===== src/hw/cdtx_regs.vh =====
// Register map, field positions and reset values of the CAN timing and filter configuration block.
`ifndef CDTX_REGS_VH
`define CDTX_REGS_VH
`define CDTX_ADDR_W 8
`define CDTX_OFS_DBTP 8'h0c
`define CDTX_OFS_XFC 8'h88
`define CDTX_OFS_CFG 8'h18
`define CDTX_RST_DBTP 32'h00000000
`define CDTX_RST_XFC 32'h00000000
`define CDTX_SJW_LSB 0
`define CDTX_SJW_MSB 3
`define CDTX_DSEG2_LSB 4
`define CDTX_DSEG2_MSB 7
`define CDTX_DSEG1_LSB 8
`define CDTX_DSEG1_MSB 12
`define CDTX_FLS_LSB 0
`define CDTX_FLS_MSB 15
`define CDTX_WORD_LSB 2
`define CDTX_LSIZE_LSB 16
`define CDTX_LSIZE_MSB 22
`define CDTX_LSIZE_MAX 7'h40
`define CDTX_CFG_CCE 0
`define CDTX_CFG_INIT 1
`endif


===== src/hw/cdtx_plus_one.v =====
// Converts a programmed field value into its effective length, one more than programmed.
`timescale 1ns/1ps
module cdtx_plus_one #(
  parameter W = 4
) (
  input wire clk_i,
  input wire rst_i,
  input wire [W-1:0] val_i,
  output reg [W:0] eff_o
);
  // Registered so that every top-level output comes from a flip-flop.
  always @(posedge clk_i) begin
    if (rst_i) begin
      eff_o <= {{W{1'b0}}, 1'b1};
    end else begin
      eff_o <= {1'b0, val_i} + {{W{1'b0}}, 1'b1};
    end
  end
endmodule // cdtx_plus_one


===== src/hw/cdtx_list_size.v =====
// Clamps the extended filter list size and flags an empty list.
`include "cdtx_regs.vh"
`timescale 1ns/1ps
module cdtx_list_size (
  input wire clk_i,
  input wire rst_i,
  input wire [6:0] size_i,
  output reg [6:0] count_o,
  output reg enable_o
);
  // Sizes above the ceiling count as the ceiling; zero disables the list.
  always @(posedge clk_i) begin
    if (rst_i) begin
      count_o <= 7'h00;
      enable_o <= 1'b0;
    end else begin
      count_o <= (size_i > `CDTX_LSIZE_MAX) ? `CDTX_LSIZE_MAX : size_i;
      enable_o <= (size_i != 7'h00);
    end
  end
endmodule // cdtx_list_size


===== src/hw/cdtx_cfg_top.v =====
// Wishbone register block for CAN data-phase bit timing and extended filter list configuration.
//
// Behaviour
// - The segment before the sample point is a 5-bit field in bits 12:8, used as value plus one.
// - The segment after the sample point is a 4-bit field in bits 7:4, used as value plus one.
// - The resynchronization jump width is a 4-bit field in bits 3:0, used as value plus one.
// - A list size of zero in bits 22:16 means no extended filter element is evaluated.
// - List sizes 1 to 64 are element counts and anything larger is taken as 64.
// - The start address of the extended filter list is a 16-bit field in bits 15:0.
// - Filter elements are fetched from message RAM in whole 32-bit words only.
// - Only start address bits 15 to 2 form the word address; the two lowest bits are ignored.
// - The two lowest start address bits always read back as zero.
//
// The Wishbone interface to the registers was decided locally.
`include "cdtx_regs.vh"
`timescale 1ns/1ps
module cdtx_cfg_top (
  input wire clk_i,
  input wire rst_i,
  input wire cyc_i,
  input wire stb_i,
  input wire we_i,
  input wire [`CDTX_ADDR_W-1:0] adr_i,
  input wire [3:0] sel_i,
  input wire [31:0] dat_i,
  output reg [31:0] dat_o,
  output reg ack_o,
  output wire [5:0] data_seg_before_sample_o,
  output wire [4:0] data_seg_after_sample_o,
  output wire [4:0] data_resync_jump_width_o,
  output wire [6:0] ext_filter_list_size_o,
  output wire ext_filter_enable_o,
  output reg [13:0] ext_filter_word_addr_o,
  output reg cfg_change_en_o
);
  reg [12:0] dbtp_q;
  reg [22:0] xfc_q;
  reg [1:0] cfg_q;
  wire req;
  wire wr;
  wire [31:0] wmask;
  wire [31:0] dbtp_full;
  wire [31:0] xfc_full;
  wire [31:0] cfg_full;
  wire [31:0] dbtp_new;
  wire [31:0] xfc_new;
  wire [31:0] cfg_new;
  reg [31:0] rdata;

  // A new request is one not yet answered; ack drops the cycle after it rises.
  assign req = cyc_i & stb_i & ~ack_o;
  assign wr = req & we_i;
  assign wmask = {{8{sel_i[3]}}, {8{sel_i[2]}}, {8{sel_i[1]}}, {8{sel_i[0]}}};
  assign dbtp_full = {19'h00000, dbtp_q};
  assign xfc_full = {9'h000, xfc_q};
  assign cfg_full = {30'h00000000, cfg_q};
  assign dbtp_new = (dbtp_full & ~wmask) | (dat_i & wmask);
  assign xfc_new = (xfc_full & ~wmask) | (dat_i & wmask);
  assign cfg_new = (cfg_full & ~wmask) | (dat_i & wmask);

  // Byte-lane writes; timing and filter registers are locked outside configuration change.
  always @(posedge clk_i) begin
    if (rst_i) begin
      dbtp_q <= 13'h0000;
      xfc_q <= 23'h000000;
      cfg_q <= 2'h0;
    end else if (wr) begin
      if (adr_i == `CDTX_OFS_CFG) begin
        cfg_q <= cfg_new[1:0];
      end else if (adr_i == `CDTX_OFS_DBTP && cfg_q[`CDTX_CFG_CCE] && cfg_q[`CDTX_CFG_INIT]) begin
        dbtp_q <= dbtp_new[12:0];
      end else if (adr_i == `CDTX_OFS_XFC && cfg_q[`CDTX_CFG_CCE] && cfg_q[`CDTX_CFG_INIT]) begin
        xfc_q <= {xfc_new[`CDTX_LSIZE_MSB:`CDTX_LSIZE_LSB],
                  xfc_new[`CDTX_FLS_MSB:`CDTX_WORD_LSB], 2'b00};
      end
    end
  end

  // Read decode; unmapped addresses read zero and are still acknowledged.
  always @* begin
    if (adr_i == `CDTX_OFS_DBTP) begin
      rdata = dbtp_full;
    end else if (adr_i == `CDTX_OFS_XFC) begin
      rdata = xfc_full;
    end else if (adr_i == `CDTX_OFS_CFG) begin
      rdata = cfg_full;
    end else begin
      rdata = 32'h00000000;
    end
  end

  // Single-cycle acknowledge with registered read data.
  always @(posedge clk_i) begin
    if (rst_i) begin
      ack_o <= 1'b0;
      dat_o <= 32'h00000000;
    end else begin
      ack_o <= req;
      dat_o <= req ? rdata : 32'h00000000;
    end
  end

  // Word address toward message RAM and configuration-change state output.
  always @(posedge clk_i) begin
    if (rst_i) begin
      ext_filter_word_addr_o <= 14'h0000;
      cfg_change_en_o <= 1'b0;
    end else begin
      ext_filter_word_addr_o <= xfc_q[`CDTX_FLS_MSB:`CDTX_WORD_LSB];
      cfg_change_en_o <= cfg_q[`CDTX_CFG_CCE] & cfg_q[`CDTX_CFG_INIT];
    end
  end

  // Effective segment lengths and jump width, each one above the programmed value.
  cdtx_plus_one #(.W(5)) u_seg1 (
    .clk_i(clk_i),
    .rst_i(rst_i),
    .val_i(dbtp_q[`CDTX_DSEG1_MSB:`CDTX_DSEG1_LSB]),
    .eff_o(data_seg_before_sample_o)
  );
  cdtx_plus_one #(.W(4)) u_seg2 (
    .clk_i(clk_i),
    .rst_i(rst_i),
    .val_i(dbtp_q[`CDTX_DSEG2_MSB:`CDTX_DSEG2_LSB]),
    .eff_o(data_seg_after_sample_o)
  );
  cdtx_plus_one #(.W(4)) u_sjw (
    .clk_i(clk_i),
    .rst_i(rst_i),
    .val_i(dbtp_q[`CDTX_SJW_MSB:`CDTX_SJW_LSB]),
    .eff_o(data_resync_jump_width_o)
  );

  // Clamped extended list size and list enable.
  cdtx_list_size u_lse (
    .clk_i(clk_i),
    .rst_i(rst_i),
    .size_i(xfc_q[`CDTX_LSIZE_MSB:`CDTX_LSIZE_LSB]),
    .count_o(ext_filter_list_size_o),
    .enable_o(ext_filter_enable_o)
  );
endmodule // cdtx_cfg_top


===== config.mk =====
export PLATFORM = sky130hd
export DESIGN_NAME = cdtx_cfg_top
export DESIGN_NICKNAME = d
export VERILOG_FILES = /design/src/hw/cdtx_plus_one.v /design/src/hw/cdtx_list_size.v /design/src/hw/cdtx_cfg_top.v
export VERILOG_INCLUDE_DIRS = /design/src /design/src/hw
export SDC_FILE = /design/constraint.sdc
export NUM_CORES = 1
export LEC_CHECK = 0
export BUFFER_PORTS_ARGS = -buffer_cell sky130_fd_sc_hd__buf_2
export CAP_MARGIN = 20
export CORE_ASPECT_RATIO = 1.25
export CORE_UTILIZATION = 35
export DETAILED_ROUTE_END_ITERATION = 7
export GPL_ROUTABILITY_DRIVEN = 1
export GPL_TIMING_DRIVEN = 0
export REMOVE_ABC_BUFFERS = 1
export SYNTH_ARGS = -nofsm -noshare
export SYNTH_HDL_FRONTEND = slang
export SYNTH_HIERARCHICAL = 1
export SYNTH_SLANG_ARGS = --single-unit

===== constraint.sdc =====
create_clock -name clk_i -period 2.1 [get_ports clk_i]
set_clock_uncertainty 0.05 [all_clocks]
set_input_delay 0.105 -clock clk_i [delete_from_list [all_inputs] [get_ports clk_i]]
set_output_delay 0.105 -clock clk_i [all_outputs]
set_load 0.03 [all_outputs]

; After elaboration in Yosys (flattened, before gate mapping)
; Index checks and enable logic that the tools add are counted.
[totals]
reg_bits = 108
elab_cells = 54
[op_classes]
add_sub_neg = 3
order_cmp = 1
n_eq_ne = 3
n_mux = 4
bitwise = 16
reduce_logical = 12
[op_table]
columns = cell, n
row1 = bitwise AND 23 bit, 2
row2 = 2-to-1 mux 23 bit, 1
row3 = inverter 23 bit, 1
row4 = bitwise OR 23 bit, 1
row5 = bitwise AND 13 bit, 1
row6 = 2-to-1 mux 13 bit, 1
row7 = bitwise OR 13 bit, 1
row8 = adder 4 x 1 -> 5 bit (second input constant), 2
row9 = equality test 8 x 4 -> 1 bit (second input constant), 1
row10 = equality test 8 x 5 -> 1 bit (second input constant), 1
row11 = equality test 8 bit (second input constant), 1
row12 = > comparator 7 bit (second input constant), 1
row13 = 2-to-1 mux 7 bit, 1
row14 = nonzero test 7 bit, 1
row15 = adder 5 x 1 -> 6 bit (second input constant), 1
row16 = bitwise AND 1 bit, 4
row17 = logical AND 1 bit, 4
row18 = inverter 1 bit, 4
row19 = AND reduction 4 bit, 1
row20 = OR reduction 2 bit, 2
row21 = OR reduction 4 bit, 1
row22 = AND reduction 3 bit, 1
row23 = OR reduction 3 bit, 1
row24 = bitwise AND 2 bit, 1
row25 = 3 further kinds, 3

; Logic depth before layout (Yosys ltp)
[depth]
depth_word = 5
mapped_depth = 5

; Hierarchy
; The synthesis kept the hierarchy.
[by_module_without_submodules]
columns = module, instances, cells_per_inst, area_per_inst_um2, seq_area_each_um2
row1 = cdtx_cfg_top, 1, 264, 2762.6, 1501.4
row2 = cdtx_plus_one (u_seg2 ...), 2, 16, 172.7, 100.1
row3 = cdtx_plus_one (u_seg1), 1, 21, 227.7, 120.1
row4 = cdtx_list_size, 1, 19, 226.5, 160.2

; Worst setup path after synthesis
; Ideal clock, no wire load.
[synth_path]
path_type = register to register
from = reg ack_o
to = reg with a tool-made name
setup_ns = 0.121
arrival_time_ns = 1.544
t_required_ns = 1.929
path_slack_ns = 0.385
stages_incl_launch_ff = 6
path_buffers = 1
path_cell_list = dfxtp_1 and4b_1 and4_1 and3_1 buf_2 mux2_2
[synth_lines]
columns = item, line_no
row1 = from (decl), cdtx_cfg_top.v:27  ; output reg ack_o,
row2 = from (signal assigned), cdtx_cfg_top.v:98  ; ack_o <= req;

==> impl_results.md <==
- Status: finished, final reports clean
- CTS tree: yes
- Num CTS Buffers: 9
- Commonest non-fill, non-tap cell in the layout: buf_2
- Initial antenna violation count: 0
- Hold path cells: 3
- Worst Setup SP: stb_i
- HP Class: primary input to flip-flop
- Die Ht: approximately 110 um
- Share of post-route cells with drive strength above 1: 0.319
- DRT Wirelength: roughly 7800 um
- Worst Path Arrival: approximately 2200 ps
- Area Overhead vs Synth: 29.5%
- Tmin final: between 2000 and 2500 ps
- Leading area contributor after synthesis: dfxtp_1
- Vias: approximately 2700
- Synthesized area: between 0.003 and 0.004 mm2
- GRT Resource Usage Total: 0.149
- CTS Sinks: between 90 and 100
- Setup Fix Bufs, Post-CTS: 0
- Vias per inst: between 4 and 5
- Crit path required time: 2280 ps
- DR iter-0 viols: 72
- Drt first pass iters: 4
- Reg2Reg Depth: 4
- First-pass GRT wire length: 12000 um
- ANT cells: 0
- Final Power: ~0.0037 W
- Detail Route Antenna Nets: 0
- Synth cell types: 37
- Largest net degree at the start of global routing: 41
- Core Area: around 0.0098 mm2
- Final period utilization: 0.958
- Mapped Avg Cell Area: ~11 um2
- CP Class: primary input to flip-flop
- Max Clock Freq: about 500 MHz
- Routability cong.: between 0.7 and 0.8
- Power Dens Cells: 813 mW/mm2
- Vias in the first global route: 2517
- Buffers on Ports: ~100
- Wire per inst: around 14 um
- Register bit total from synthesis: roughly 100
- Die area: 0.0106 mm2
- I/O pins: about 120
- Cell count after synthesis: roughly 340
- Cells after DPL: 545
- Initial core utilization: 0.365
- RSZ-0062 raised after global routing: false
- Critical Path Start Type: primary input
- Max-Cap Viols: 0
- Worst R2R Start: ack_o
- R2R setup slack: roughly 100 ps
- Hpwl dp: 5220 um
- H-Tree Depth: 3
- Final Max Tran Viols: 0
- Endpoints failing setup: 0
- Register area share after synthesis: 0.556
- Final #Nets: roughly 500
- VDD IR-drop max: around 440 uV
- Clk_lat worst skew: 340 ps
- CTS max path bufs: 2
- Actual slew at the worst max-slew pin: 945 ps
- Final core occ: 0.473
- Die X: between 90 and 100 um
- Commonest cells after routing, fill and taps aside: 101 x buf_2, 99 x dfxtp_1, 30 x nor2b_1
- Setup TNS Final: 0 ps
- Crit path max fanout: 22
- Clock slew at reported path FFs: 60 ps
- Element type at the critical path end: flip-flop
- Root Buffer: clkbuf_16
- DR DRC count: 0
- P_leak: around 2.0 nW
- Final hold violation count: 0
- Worst slew margin: 0.368
- Min-delay src: dat_i[12]
- Share of the synthesized area in the top cell type: 0.556
- Grt total ovfl: 0
- Ys Warns: 6
- Row count: 40
- Area contributors post-synth: dfxtp_1 56%, nor2b_1 5.3%, o21ai_0 3.8%
- Post-route insts no fill: between 500 and 600
## power by group
part	internal [W]	leakage [nW]	total (W)	switching, W
registers	0.00188	0.797	0.00188	0.000000513
logic	0.0000692	1.06	0.000167	0.0000976
clock network	0.00104	0.150	0.00170	0.000665
## through the flow
step / hold WS (ps) / area, um2 / worst slack, ps
2_1_floorplan: 124 / 3430 / 5.57
3_3_place_gp: 323 / 4090 / -314
3_5_place_dp: 329 / 4110 / -302
4_1_cts: 1.49 / 4610 / 44.5
5_1_grt: 0.539 / 4610 / 8.93
6_report: 8.76 / 4610 / 89.2
## layer usage
metal | global-route usage | vias to the layer above | share of wire
met2 | 0.255 | 110 | 0.48
met4 | 0.0719 | 0 | 0.017
li1 | - | 1371 | -
met3 | 0.0443 | 9 | 0.064
met5 | 0 | - | 0
met1 | 0.171 | 1249 | 0.44
## critical path: stages
cell,delay [ps]
dlygate4sd3_1,520
buf_2,100
and4b_1,310
and4_4,440
and3_2,350
mux2_2,350
## how the worst max path moves through the flow
stage | to | slack, ps | cells after the start
after CTS | flip-flop | 40 | 4
after global routing | flip-flop | 9 | 6
after floorplan | flip-flop | 6 | 4
final | flip-flop | 90 | 6
after detailed placement | flip-flop | -300 | 4
after global placement | flip-flop | -310 | 4
## final cells by class
class,instances,area [um2]
clock buffer,11,233
clock inverter,5,77.6
fill,958,5150
sequential,99,1980
multi-input combinational,219,1460
tap,126,158
timing repair buffer,120,706
## logic make-up after synthesis
group / share of synthesized area
DFF: 0.556
buffers and inverters: 0.0457
other: 0.00105
and+or+nand+nor: 0.224
xor gates and xnor gates: 0.00738
muxes: 0.0527
AOI/OAI and AO/OA: 0.102
adders and majority gates: 0.0105
## Yosys cell counts, drive strengths merged
master / instances
and4: 1
mux2i: 9
mux2: 8
and2: 18
nand3: 8
nand2: 7
conb: 1
nor2: 10
nor4b: 1
nand2b: 20
a32oi: 1
xnor2: 3
a32o: 1
and4b: 1
or4b: 1
buf: 15
a21oi: 19
ha: 3
nor2b: 30
dfxtp: 99
clkbuf: 12
nand4: 17
nor3: 3
and3: 5
or2: 2
nor4: 2
o21ai: 28
a22o: 11
## repair_timing
item,in CTS,in global routing
endpoints found under the hold margin,20,0
gates resized for setup,2,1
hold buffers,18,0
endpoints found under the setup margin,6,29
pin swaps,0,0
gates cloned,0,1
Note: power is estimated with default switching activity, not from simulation.
